## src/clock_source_defines.svh

```systemverilog
// Constants shared by the clock source control block.
`ifndef CLOCK_SOURCE_DEFINES_SVH
`define CLOCK_SOURCE_DEFINES_SVH

// ==========================================================================
// Register offsets.
`define CSC_ADDR_W 4
`define CSC_CTRL_ADDR 4'h0
`define CSC_BACKUP_ADDR 4'h1
`define CSC_SEL_ADDR 4'h2
`define CSC_STAT_ADDR 4'h3
`define CSC_IRQ_STAT_ADDR 4'h4
`define CSC_IRQ_MASK_ADDR 4'h5

// ==========================================================================
// Control register bit positions.
`define CSC_FI_ON 0
`define CSC_FI_RDY 1
`define CSC_FE_ON 16
`define CSC_FE_RDY 17
`define CSC_FE_BYP 18
`define CSC_PLL_ON 24
`define CSC_PLL_RDY 25
`define CSC_SI_ON 4
`define CSC_SI_RDY 5
`define CSC_SI_STOP 6

// Backup control register bit positions.
`define CSC_SE_ON 0
`define CSC_SE_RDY 1
`define CSC_SE_BYP 2

// ==========================================================================
// Interrupt bits: one per ready flag, plus switch done.
`define CSC_IRQ_W 6
`define CSC_IRQ_FI 0
`define CSC_IRQ_FE 1
`define CSC_IRQ_PLL 2
`define CSC_IRQ_SI 3
`define CSC_IRQ_SE 4
`define CSC_IRQ_SW 5

// ==========================================================================
// Timing and division.
`define CSC_SI_DIV 256
`define CSC_FE_STARTUP_CYC 16'h0800
`define CSC_SE_STARTUP_CYC 16'h1000
`define CSC_PLL_LOCK_CYC 16'h0100
`define CSC_FI_STARTUP_CYC 16'h0008
`define CSC_BYP_STARTUP_CYC 16'h0004
`define CSC_HANDOVER_CYC 3'h3

`endif

```

## src/clock_source_pkg.sv

```systemverilog
// Types shared by the clock source control block.
package clock_source_pkg;

	typedef enum logic [1:0] {
		SRC_FAST_INT = 2'h0,
		SRC_FAST_EXT = 2'h1,
		SRC_PLL = 2'h2,
		SRC_FABRIC = 2'h3
	} sys_src_t;

	typedef enum logic [1:0] {
		SW_IDLE,
		SW_WAIT_READY,
		SW_HANDOVER
	} switch_state_t;

endpackage

```

## src/osc_ready_timer.sv

```systemverilog
// Startup timer that raises a ready flag after an oscillator settles.
`timescale 1ns/100ps
`include "clock_source_defines.svh"

module osc_ready_timer #(
	parameter int CNT_W = 16
) (
	input wire logic i_ref_clk,
	input wire logic i_reset_n,
	input wire logic i_enable,
	input wire logic [CNT_W-1:0] i_delay,
	output logic o_ready
);

	logic [CNT_W-1:0] count_q;

	// A drop of the enable clears the flag on the next clock edge, so a stopped
	// oscillator looks ready for at most one cycle.
	always_ff @(posedge i_ref_clk) begin
		if (!i_reset_n || !i_enable) begin
			count_q <= '0;
			o_ready <= 1'b0;
		end else if (!o_ready) begin
			if (count_q >= i_delay - {{(CNT_W-1){1'b0}}, 1'b1}) begin
				o_ready <= 1'b1;
			end
			count_q <= count_q + {{(CNT_W-1){1'b0}}, 1'b1};
		end
	end

endmodule

```

## src/clock_source_ctrl.sv

```systemverilog
// Clock source enables, ready tracking and system clock selection.
//
// The address-and-strobe port and the placing of the registers are this design's own decisions.
`timescale 1ns/100ps
`include "clock_source_defines.svh"

module clock_source_ctrl #(
	parameter logic [15:0] FE_STARTUP = `CSC_FE_STARTUP_CYC,
	parameter logic [15:0] SE_STARTUP = `CSC_SE_STARTUP_CYC,
	parameter logic [15:0] PLL_LOCK = `CSC_PLL_LOCK_CYC
) (
	input wire logic i_ref_clk,
	input wire logic i_reset_n,
	input wire logic [`CSC_ADDR_W-1:0] i_addr,
	input wire logic [31:0] i_wdata,
	input wire logic i_wr,
	input wire logic i_rd,
	input wire logic i_stop_mode,
	output logic [31:0] o_rdata,
	output logic o_irq,
	output logic o_fast_int_osc_en,
	output logic o_fast_ext_osc_en,
	output logic o_fast_ext_bypass,
	output logic o_fast_ext_clock_gate,
	output logic o_pll_en,
	output logic o_pll_ref_gate,
	output logic o_slow_int_clock_en,
	output logic o_slow_int_clock,
	output logic o_slow_ext_osc_en,
	output logic o_slow_ext_bypass,
	output logic o_slow_ext_clock_gate,
	output logic [1:0] o_sys_src,
	output logic o_switching
);

	// ======================================================================
	// Enable and bypass bits.
	logic fi_on_q;
	logic fe_on_q;
	logic fe_byp_q;
	logic pll_on_q;
	logic si_on_q;
	logic si_stop_q;
	logic se_on_q;
	logic se_byp_q;
	logic fi_rdy;
	logic fe_rdy;
	logic pll_rdy;
	logic si_rdy;
	logic se_rdy;
	logic [1:0] req_src_q;
	clock_source_pkg::sys_src_t cur_src_q;
	clock_source_pkg::switch_state_t sw_state_q;
	logic [2:0] hand_cnt_q;
	logic [`CSC_IRQ_W-1:0] irq_stat_q;
	logic [`CSC_IRQ_W-1:0] irq_mask_q;
	logic [`CSC_IRQ_W-1:0] rdy_vec;
	logic [`CSC_IRQ_W-1:0] rdy_prev_q;
	logic sw_done;
	logic fe_in_use;
	logic fi_in_use;
	logic pll_in_use;
	logic wr_ctrl;
	logic wr_bkp;
	logic [7:0] div_q;
	logic si_run;

	assign wr_ctrl = i_wr && (i_addr == `CSC_CTRL_ADDR);
	assign wr_bkp = i_wr && (i_addr == `CSC_BACKUP_ADDR);

	// A source counts as in use while it feeds the clock now or is the target
	// of a pending switch, so neither end of a handover can be pulled away.
	assign fi_in_use = (cur_src_q == clock_source_pkg::SRC_FAST_INT)
		|| (sw_state_q != clock_source_pkg::SW_IDLE
		&& req_src_q == clock_source_pkg::SRC_FAST_INT);
	assign pll_in_use = (cur_src_q == clock_source_pkg::SRC_PLL)
		|| (sw_state_q != clock_source_pkg::SW_IDLE
		&& req_src_q == clock_source_pkg::SRC_PLL);
	assign fe_in_use = (cur_src_q == clock_source_pkg::SRC_FAST_EXT)
		|| (sw_state_q != clock_source_pkg::SW_IDLE
		&& req_src_q == clock_source_pkg::SRC_FAST_EXT)
		|| pll_in_use;

	// ======================================================================
	// Control register writes. Clearing an enable of a source in use is
	// ignored; each source has its own bit.
	always_ff @(posedge i_ref_clk) begin
		if (!i_reset_n) begin
			fi_on_q <= 1'b1;
			fe_on_q <= 1'b0;
			fe_byp_q <= 1'b0;
			pll_on_q <= 1'b0;
			si_on_q <= 1'b0;
			si_stop_q <= 1'b0;
		end else if (wr_ctrl) begin
			fi_on_q <= i_wdata[`CSC_FI_ON] || fi_in_use;
			fe_on_q <= i_wdata[`CSC_FE_ON] || fe_in_use;
			pll_on_q <= i_wdata[`CSC_PLL_ON] || pll_in_use;
			si_on_q <= i_wdata[`CSC_SI_ON];
			si_stop_q <= i_wdata[`CSC_SI_STOP];
			// Bypass may change only while the fast external source is off.
			if (!fe_on_q) begin
				fe_byp_q <= i_wdata[`CSC_FE_BYP];
			end
		end
	end

	always_ff @(posedge i_ref_clk) begin
		if (!i_reset_n) begin
			se_on_q <= 1'b0;
			se_byp_q <= 1'b0;
		end else if (wr_bkp) begin
			se_on_q <= i_wdata[`CSC_SE_ON];
			if (!se_on_q) begin
				se_byp_q <= i_wdata[`CSC_SE_BYP];
			end
		end
	end

	// ======================================================================
	// Ready timers. The loop can only lock once its reference is ready.
	osc_ready_timer u_fi_rdy (
		.i_ref_clk(i_ref_clk),
		.i_reset_n(i_reset_n),
		.i_enable(fi_on_q),
		.i_delay(`CSC_FI_STARTUP_CYC),
		.o_ready(fi_rdy)
	);

	osc_ready_timer u_fe_rdy (
		.i_ref_clk(i_ref_clk),
		.i_reset_n(i_reset_n),
		.i_enable(fe_on_q),
		.i_delay(fe_byp_q ? `CSC_BYP_STARTUP_CYC : FE_STARTUP),
		.o_ready(fe_rdy)
	);

	osc_ready_timer u_pll_rdy (
		.i_ref_clk(i_ref_clk),
		.i_reset_n(i_reset_n),
		.i_enable(pll_on_q && fe_rdy),
		.i_delay(PLL_LOCK),
		.o_ready(pll_rdy)
	);

	osc_ready_timer u_se_rdy (
		.i_ref_clk(i_ref_clk),
		.i_reset_n(i_reset_n),
		.i_enable(se_on_q),
		.i_delay(se_byp_q ? `CSC_BYP_STARTUP_CYC : SE_STARTUP),
		.o_ready(se_rdy)
	);

	// ======================================================================
	// Slow internal clock: fast internal divided by 256. It keeps running in
	// Stop mode only when the stop-run bit allows it.
	assign si_run = si_on_q && fi_rdy && (!i_stop_mode || si_stop_q);
	assign si_rdy = si_on_q && fi_rdy;

	always_ff @(posedge i_ref_clk) begin
		if (!i_reset_n || !si_run) begin
			div_q <= 8'h00;
		end else begin
			div_q <= div_q + 8'h01;
		end
	end

	always_ff @(posedge i_ref_clk) begin
		if (!i_reset_n) begin
			o_slow_int_clock <= 1'b0;
			o_slow_int_clock_en <= 1'b0;
		end else begin
			o_slow_int_clock <= si_run && div_q[7];
			o_slow_int_clock_en <= si_run;
		end
	end

	// ======================================================================
	// System clock switch. A request waits for the target to be ready, then
	// both sources overlap for a few cycles before the mux moves.
	always_ff @(posedge i_ref_clk) begin
		if (!i_reset_n) begin
			req_src_q <= clock_source_pkg::SRC_FAST_INT;
			cur_src_q <= clock_source_pkg::SRC_FAST_INT;
			sw_state_q <= clock_source_pkg::SW_IDLE;
			hand_cnt_q <= 3'h0;
		end else begin
			unique case (sw_state_q)
				clock_source_pkg::SW_IDLE: begin
					if (i_wr && i_addr == `CSC_SEL_ADDR
						&& i_wdata[1:0] != cur_src_q) begin
						req_src_q <= i_wdata[1:0];
						sw_state_q <= clock_source_pkg::SW_WAIT_READY;
					end
				end
				clock_source_pkg::SW_WAIT_READY: begin
					if (i_wr && i_addr == `CSC_SEL_ADDR) begin
						req_src_q <= i_wdata[1:0];
						if (i_wdata[1:0] == cur_src_q) begin
							sw_state_q <= clock_source_pkg::SW_IDLE;
						end
					end else if (target_ready(req_src_q)) begin
						hand_cnt_q <= 3'h0;
						sw_state_q <= clock_source_pkg::SW_HANDOVER;
					end
				end
				clock_source_pkg::SW_HANDOVER: begin
					if (!target_ready(req_src_q)) begin
						sw_state_q <= clock_source_pkg::SW_WAIT_READY;
					end else if (hand_cnt_q == `CSC_HANDOVER_CYC) begin
						cur_src_q <= clock_source_pkg::sys_src_t'(req_src_q);
						sw_state_q <= clock_source_pkg::SW_IDLE;
					end else begin
						hand_cnt_q <= hand_cnt_q + 3'h1;
					end
				end
			endcase
		end
	end

	assign sw_done = (sw_state_q == clock_source_pkg::SW_HANDOVER)
		&& target_ready(req_src_q) && (hand_cnt_q == `CSC_HANDOVER_CYC);

	function automatic logic target_ready(input logic [1:0] src);
		unique case (src)
			clock_source_pkg::SRC_FAST_INT: target_ready = fi_rdy;
			clock_source_pkg::SRC_FAST_EXT: target_ready = fe_rdy;
			clock_source_pkg::SRC_PLL: target_ready = pll_rdy;
			default: target_ready = 1'b1;
		endcase
	endfunction

	// ======================================================================
	// Interrupts: rising ready flags and completed switches are sticky.
	assign rdy_vec = {sw_done, se_rdy, si_rdy, pll_rdy, fe_rdy, fi_rdy};

	always_ff @(posedge i_ref_clk) begin
		if (!i_reset_n) begin
			rdy_prev_q <= '0;
			irq_stat_q <= '0;
			irq_mask_q <= '0;
		end else begin
			rdy_prev_q <= rdy_vec;
			// A new event wins over a write-one clear in the same cycle.
			irq_stat_q <= (irq_stat_q & ~((i_wr && i_addr == `CSC_IRQ_STAT_ADDR)
				? i_wdata[`CSC_IRQ_W-1:0] : '0))
				| (rdy_vec & ~rdy_prev_q);
			if (i_wr && i_addr == `CSC_IRQ_MASK_ADDR) begin
				irq_mask_q <= i_wdata[`CSC_IRQ_W-1:0];
			end
		end
	end

	// ======================================================================
	// Read port, answering one cycle after the strobe. Ready flags have no
	// write path.
	always_ff @(posedge i_ref_clk) begin
		if (!i_reset_n) begin
			o_rdata <= 32'h00000000;
		end else if (i_rd) begin
			o_rdata <= 32'h00000000;
			unique case (i_addr)
				`CSC_CTRL_ADDR: begin
					o_rdata[`CSC_FI_ON] <= fi_on_q;
					o_rdata[`CSC_FI_RDY] <= fi_rdy;
					o_rdata[`CSC_FE_ON] <= fe_on_q;
					o_rdata[`CSC_FE_RDY] <= fe_rdy;
					o_rdata[`CSC_FE_BYP] <= fe_byp_q;
					o_rdata[`CSC_PLL_ON] <= pll_on_q;
					o_rdata[`CSC_PLL_RDY] <= pll_rdy;
					o_rdata[`CSC_SI_ON] <= si_on_q;
					o_rdata[`CSC_SI_RDY] <= si_rdy;
					o_rdata[`CSC_SI_STOP] <= si_stop_q;
				end
				`CSC_BACKUP_ADDR: begin
					o_rdata[`CSC_SE_ON] <= se_on_q;
					o_rdata[`CSC_SE_RDY] <= se_rdy;
					o_rdata[`CSC_SE_BYP] <= se_byp_q;
				end
				`CSC_SEL_ADDR: o_rdata[3:0] <= {cur_src_q, req_src_q};
				`CSC_STAT_ADDR: o_rdata[1:0] <= {i_stop_mode,
					sw_state_q != clock_source_pkg::SW_IDLE};
				`CSC_IRQ_STAT_ADDR: o_rdata[`CSC_IRQ_W-1:0] <= irq_stat_q;
				`CSC_IRQ_MASK_ADDR: o_rdata[`CSC_IRQ_W-1:0] <= irq_mask_q;
				default: o_rdata <= 32'h00000000;
			endcase
		end else begin
			o_rdata <= 32'h00000000;
		end
	end

	// ======================================================================
	// Registered outputs toward the analog cells and the clock mux.
	always_ff @(posedge i_ref_clk) begin
		if (!i_reset_n) begin
			o_irq <= 1'b0;
			o_fast_int_osc_en <= 1'b1;
			o_fast_ext_osc_en <= 1'b0;
			o_fast_ext_bypass <= 1'b0;
			o_fast_ext_clock_gate <= 1'b0;
			o_pll_en <= 1'b0;
			o_pll_ref_gate <= 1'b0;
			o_slow_ext_osc_en <= 1'b0;
			o_slow_ext_bypass <= 1'b0;
			o_slow_ext_clock_gate <= 1'b0;
			o_sys_src <= clock_source_pkg::SRC_FAST_INT;
			o_switching <= 1'b0;
		end else begin
			o_irq <= |(irq_stat_q & irq_mask_q);
			o_fast_int_osc_en <= fi_on_q;
			o_fast_ext_osc_en <= fe_on_q && !fe_byp_q;
			o_fast_ext_bypass <= fe_on_q && fe_byp_q;
			o_fast_ext_clock_gate <= fe_rdy;
			o_pll_en <= pll_on_q;
			o_pll_ref_gate <= pll_on_q && fe_rdy;
			o_slow_ext_osc_en <= se_on_q && !se_byp_q;
			o_slow_ext_bypass <= se_on_q && se_byp_q;
			o_slow_ext_clock_gate <= se_rdy;
			o_sys_src <= cur_src_q;
			o_switching <= sw_state_q != clock_source_pkg::SW_IDLE;
		end
	end

endmodule

```

## config.mk

```make
export PLATFORM = sky130hd
export DESIGN_NAME = clock_source_ctrl
export DESIGN_NICKNAME = d
export VERILOG_FILES = /design/src/clock_source_pkg.sv /design/src/osc_ready_timer.sv /design/src/clock_source_ctrl.sv
export VERILOG_INCLUDE_DIRS = /design/src
export SDC_FILE = /design/constraint.sdc
export NUM_CORES = 1
export LEC_CHECK = 0
export ABC_AREA = 1
export CAP_MARGIN = 20
export CORE_MARGIN = 3
export CORE_UTILIZATION = 57
export CTS_BUF_LIST = sky130_fd_sc_hd__clkbuf_4 sky130_fd_sc_hd__clkbuf_8 sky130_fd_sc_hd__clkbuf_16
export DETAILED_ROUTE_END_ITERATION = 7
export DONT_BUFFER_PORTS = 1
export GPL_ROUTABILITY_DRIVEN = 0
export GPL_TIMING_DRIVEN = 0
export PLACE_DENSITY = 0.75
export SYNTH_ARGS = -nofsm -noshare
export SYNTH_HDL_FRONTEND = slang
export SYNTH_SLANG_ARGS = --single-unit
```

## constraint.sdc

```tcl
create_clock -name i_ref_clk -period 1.6 [get_ports i_ref_clk]
set_clock_uncertainty 0.05 [all_clocks]
set_input_delay 0.32 -clock i_ref_clk [delete_from_list [all_inputs] [get_ports i_ref_clk]]
set_output_delay 0.32 -clock i_ref_clk [all_outputs]
set_load 0.01 [all_outputs]
```

==> results of run 1 <==
layout make-up:
cell class | instances | area share [%]
multi-input combinational | 600 | 41.54
sequential | 136 | 36.04
inverter | 129 | 6.435
tap | 140 | 2.304
clock buffer | 21 | 6.090
timing repair buffer | 30 | 3.489
clock inverter | 11 | 1.613
buffer | 28 | 2.485
logic make-up after synthesis:
group,after synthesis,share of synthesized area (%)
simple gates,391,27.13
buf+inv,157,10.55
compound gates,156,13.45
flops,136,42.59
fa+ha+maj,29,5.676
xor+xnor,4,0.5482
other cells,1,0.05866
worst reg2reg max path, cell delays in order (launching register included):
cell      delay (ps)
dfxtp_1          290
clkbuf_4         190
nor2_4           130
nand4_1          180
nor2_2           240
nand2_2          110
nor2_2           110
nand2_1           60
nand2_1           50
nor2_1            30
stage by stage:
step | hold WS [ps] | util [%] | power [uW]
after floorplan | 348.8 | - | 4115
after global placement | 356.4 | 60.97 | 4218
after detailed placement | 377.2 | 60.97 | 4250
after CTS | 21.63 | 67.97 | 8051
after global routing | 38.41 | 69.82 | 8337
final | 36.22 | 69.82 | 8033
registers in the layout, indices dropped and copies added (netlist names), 2 cells and up:
name and cells:
sw_state_q 2, o_sys_src 2, u_pll_rdy.count_q 16, irq_stat_q 6
hand_cnt_q 3, o_rdata 12, u_se_rdy.count_q 16, cur_src_q 2
div_q 8, u_fe_rdy.count_q 16, u_fi_rdy.count_q 16, rdy_prev_q 6
req_src_q 2, irq_mask_q 6
placed cells by master, fill, tap and decap left out, types with 20 or more instances in the layout:
cell | Yosys | routed
buf_4 | 20 | 34
conb_1 | 1 | 20
nor3_1 | 26 | 25
nand2_1 | 168 | 166
ha_1 | 29 | 26
nand3_1 | 50 | 47
nor2_1 | 103 | 99
dfxtp_1 | 136 | 126
inv_1 | 115 | 115
o21ai_0 | 38 | 34
a21oi_1 | 71 | 71
what timing repair did:
| action | in CTS | in global routing |
|---|---|---|
| hold endpoints to repair | 23 | 0 |
| hold buffers | 16 | 0 |
| gates resized for setup | 5 | 34 |
| pin swaps | 1 | 9 |
| setup buffers | 1 | 13 |
| setup endpoints to repair | 4 | 24 |
metal layers:
metal  part of all wire [%]  GRT usage [%]  up-vias
li1                       -              -     2938
met1                     44          28.19     2630
met2                     49          38.57      169
met3                    5.3          5.707       26
met4                    2.0          8.921        0
met5                      0              0        -
where the power goes:
part           internal (uW)  switching (uW)
Combinational            273             450
Sequential              3450            58.5
Clock                   2350            1450
worst max path at each step:
stage                             start                     to  slack [ps]  depth (start not counted)
finish                u_pll_rdy.o_ready  u_pll_rdy.count_q[13]          60                          9
global placement               se_byp_q       u_se_rdy.o_ready         -70                          6
floorplan                      se_byp_q       u_se_rdy.o_ready         100                          6
CTS                 u_fi_rdy.count_q[0]   u_fi_rdy.count_q[10]          30                          8
global route          u_pll_rdy.o_ready  u_pll_rdy.count_q[15]         -60                          9
detailed placement             se_byp_q       u_se_rdy.o_ready        -120                          7
==> results_dict.tcl, run 1 <==
set metrics [dict create \
    dr.pass1.iters 5 \
    rows 38 \
    ir_drop_mv 0.8877 \
    synthCells 874 \
    slew_headroom_pct 59.45 \
    ys_ff_latch 136 \
    place_area_um2 6639 \
    reg2reg_from "u_pll_rdy.o_ready" \
    portBuffers 0 \
    worst_pin_slew_ps 608.3 \
    cts_tree "done" \
    synth.most_common_cell "nand2_1" \
    cp_data_required_time_ps 1970 \
    holdPathStages 2 \
    antenna_found_initial 0 \
    grt_pass1_vias 5393 \
    insertion_delay_ps 530 \
    final_area_um2 7602 \
    die_x_um 111.9 \
    diodes 0 \
    power_density_nw_per_um2 1057 \
    vias 5763 \
    cp_num_buf_inv 1 \
    crit_family "simple AND/OR/NAND/NOR gates" \
    reg2reg_setup_slack_ps 60 \
    r2r_cells 9 \
    cts_buffer_depth 2 \
    multi_input_comb_area_um2 3158 \
    cp_max_fo 8 \
    cp.arrival_ps 1910 \
    synth_seq_area_share_pct 42.59 \
    worstSetupEndpointType "flop" \
    hold_end "hand_cnt_q[1]" \
    path_cells "clkbuf_4, nor2_4, nand4_1, nor2_2, nand2_2, nor2_2, nand2_1, nand2_1, nor2_1" \
    worst_r2r_endpoint "u_pll_rdy.count_q[13]" \
    dp_slack_ps -117.5 \
    synth_edf_count 0 \
    drtIter0Drc 489 \
    cts_buffers 17 \
    finalNonFillerCells 1095 \
    outcome "finished, final reports clean" \
    rsz0062_at_grt "yes" \
    area_growth_pct 18.93 \
    drive_gt1_share_pct 14.35 \
    max_freq_ghz 0.6498 \
    slowest_stage "dfxtp_1" \
    startpoint_type "flop" \
    die_area_um2 12520 \
    place_inst 1033 \
    critPathKind "reg2reg" \
    cts.sinks 136 \
    drt-wirelength-per-cell_um 13.06 \
    grtUsageTotal_pct 22.90 \
    p_leak_uw 0.003181 \
    hp-class "in2reg" \
    synthesis.area_um2 6392 \
    gr-total-overflow 0 \
    yosys_warnings 0 \
    setup_slack_ps 61.15 \
    cpPeakStageDelay_ps 290 \
    synth_commonest_cells "nand2_1, dfxtp_1, inv_1" \
    hpwlAfterDp_um 10070 \
    min_period_over_period_pct 96.18 \
    nFillCells 849 \
    antenna_left 0 \
    core_area_um2 10890 \
    viasPerCell 5.263 \
    synthTopCellsByArea "dfxtp_1, nand2_1, inv_1" \
    fin_tns_setup_ps 0 \
    grt_pass1_wl_um 23800 \
    report.final.slew_viol_count 0 \
    synth_top_area_cell "dfxtp_1" \
    cts_max_level 4 \
    io_pins 88 \
    async_reset_ff_share_pct 0 \
    drc 0 \
    post-route-min-period_ps 1539 \
    die_h_um 111.9 \
    yosysUniqueCellTypes 44 \
    synth-main-ff-cell "dfxtp_1" \
    root_buffer "clkbuf_8" \
    start_util_pct 58.71 \
    clk_pin_slew_ps 60 \
    finalHoldViolations 0 \
    hp-start "i_reset_n" \
    seqCellArea_um2 2740 \
    syn_area_per_cell_um2 7.314 \
    layout.nets 1012 \
    grt_max_degree 17 \
    synth_top_area_share_pct 42.59 \
    setup_viol 0 \
    totalWireLength_um 14300 \
    maxCapViolCount 0 \
]
Note: power is estimated with default switching activity, not from simulation.
==> run 2: changes to the inputs <==
PLACE_DENSITY = 0.85   (was 0.75)
==> results_dict.tcl, run 2 (same netlist as run 1, synthesis figures left out) <==
set metrics [dict create \
    outcome "finished with violations" \
    violations "setup timing" \
    worst_pin_slew_ps 640.6 \
    critPathKind "reg2reg" \
    gr-total-overflow 0 \
    insertion_delay_ps 530 \
    worstSetupEndpointType "flop" \
    cp_data_required_time_ps 1980 \
    place_inst 1033 \
    totalWireLength_um 15980 \
    area_growth_pct 19.67 \
    clockPowerShare_pct 45.8 \
    hp-class "in2reg" \
    swShare_pct 24.85 \
    post-route-min-period_ps 1617 \
    finalNonFillerCells 1094 \
    dr.pass1.iters 5 \
    die_area_um2 12520 \
    hpwlAfterDp_um 9772 \
    core_area_um2 10890 \
    grtUsageTotal_pct 23.78 \
    viasPerCell 5.451 \
    drt-wirelength-per-cell_um 14.60 \
    layout.nets 1012 \
    antenna_found_initial 0 \
    setup_viol 1 \
    die_x_um 111.9 \
    grt_pass1_vias 5370 \
    slew_headroom_pct 57.29 \
    intPower_uw 5919 \
    root_buffer "clkbuf_8" \
    cpPeakStageDelay_ps 380 \
    start_util_pct 58.71 \
    cts_buffer_depth 2 \
    comb_power_share_pct 9.6 \
    report.final.slew_viol_count 0 \
    grt_pass1_wl_um 24430 \
    drc 0 \
    clk_pin_slew_ps 60 \
    finalHoldViolations 0 \
    p_leak_uw 0.003162 \
    max_freq_ghz 0.6185 \
    io_pins 88 \
    final_cell_mix "nand2_1, dfxtp_1, inv_1" \
    drive_gt1_share_pct 16.25 \
    setup_slack_ps -16.71 \
    rsz0062_at_grt "yes" \
    cts_buffers 17 \
    cts_max_level 4 \
    cp.arrival_ps 1990 \
    cts_tree "done" \
    vias 5963 \
    diodes 0 \
    startpoint_type "flop" \
    p_sw_uw 1958 \
    antenna_left 0 \
    path_cells "buf_6, ha_1, a21oi_2, o21ai_0, o21ai_1, nand3_1, nand2_1, inv_1" \
    power_uw 7876 \
    cts.sinks 136 \
    ir_drop_mv 0.9118 \
    drtIter0Drc 641 \
    pwr-share-seq_pct 44.7 \
    die_h_um 111.9 \
    power_density_nw_per_um2 1030 \
    rows 38 \
    final_common_cell "nand2_1" \
    slowest_stage "dfxtp_4" \
    maxCapViolCount 0 \
    grt_max_degree 17 \
    min_period_over_period_pct 101.0 \
    portBuffers 0 \
    cp_max_fo 7 \
]
-- run 2: cell count changes in the layout (fill, tap and decap cells not counted), sizes merged --
cell,before,now
buf,39,42
clkinvlp,4,2
dlygate4sd3,16,14
clkbuf,24,25
bufinv,2,1
-- run 2: what timing repair did --
item,in CTS,in global routing
resized for setup,5,54
hold buffers,14,0
pin swaps,2,16
hold endpoints to repair,22,0
buffers inserted,3,14
setup endpoints to repair,4,34
-- run 2: power groups by stage --
| stage | combinational, uW | sequential [uW] | clock, uW |
|---|---|---|---|
| after floorplan | 547 | 3570 | 0 |
| after global placement | 647 | 3580 | 0 |
| after detailed placement | 663 | 3580 | 0 |
| after CTS | 712 | 3510 | 3620 |
| after global routing | 843 | 3520 | 3770 |
| final | 755 | 3520 | 3600 |
-- run 2: worst paths after layout --
check                              startpoint          endpoint  slack (ps)  cells past startpoint
worst min-delay path               i_wdata[2]          se_byp_q          60                      2
worst max register to register       fe_byp_q  u_fe_rdy.o_ready         -20                      8
worst max-delay path                 fe_byp_q  u_fe_rdy.o_ready         -20                      8
worst min register to register  rdy_prev_q[2]     irq_stat_q[2]         370                      1
-- run 2: per-layer routing --
metal / GRT usage (%) / vias up / part of all wire (%)
met5: 0 / - / 0
met4: 11.60 / 0 / 2.8
met3: 5.870 / 50 / 7.0
met2: 40.01 / 269 / 50
met1: 28.35 / 2699 / 40
li1: - / 2945 / -
-- run 2: cell type report --
class / instances / area [um2]
clock inverter: 8 / 73.82
tap: 140 / 175.2
timing repair buffer: 31 / 271.5
fill: 807 / 3238
multi-input combinational: 600 / 3241
inverter: 129 / 491.7
buffer: 27 / 181.4
sequential: 136 / 2744
clock buffer: 23 / 471.7
-- run 2: metrics by stage --
stage	cell area, um2	hold WS (ps)	setup WS (ps)	util [%]	setup TNS (ps)
after floorplan	6464	348.8	99.07	-	0
after global placement	6639	353.7	-87.92	60.97	-151.5
after detailed placement	6639	362.0	-86.74	60.97	-163.9
after CTS	7357	36.36	19.22	67.57	0
after global routing	7650	51.36	-54.29	70.26	-342.9
final	7650	59.04	-16.71	70.26	-16.71
-- run 2: critical path, delay by kind of cell (launching register included) --
kind / cells / cell delay (ps)
AOI/OAI and AO/OA: 3 / 460
and+or+nand+nor: 2 / 190
buffers and inverters: 2 / 200
DFF: 1 / 380
adders and majority gates: 1 / 230
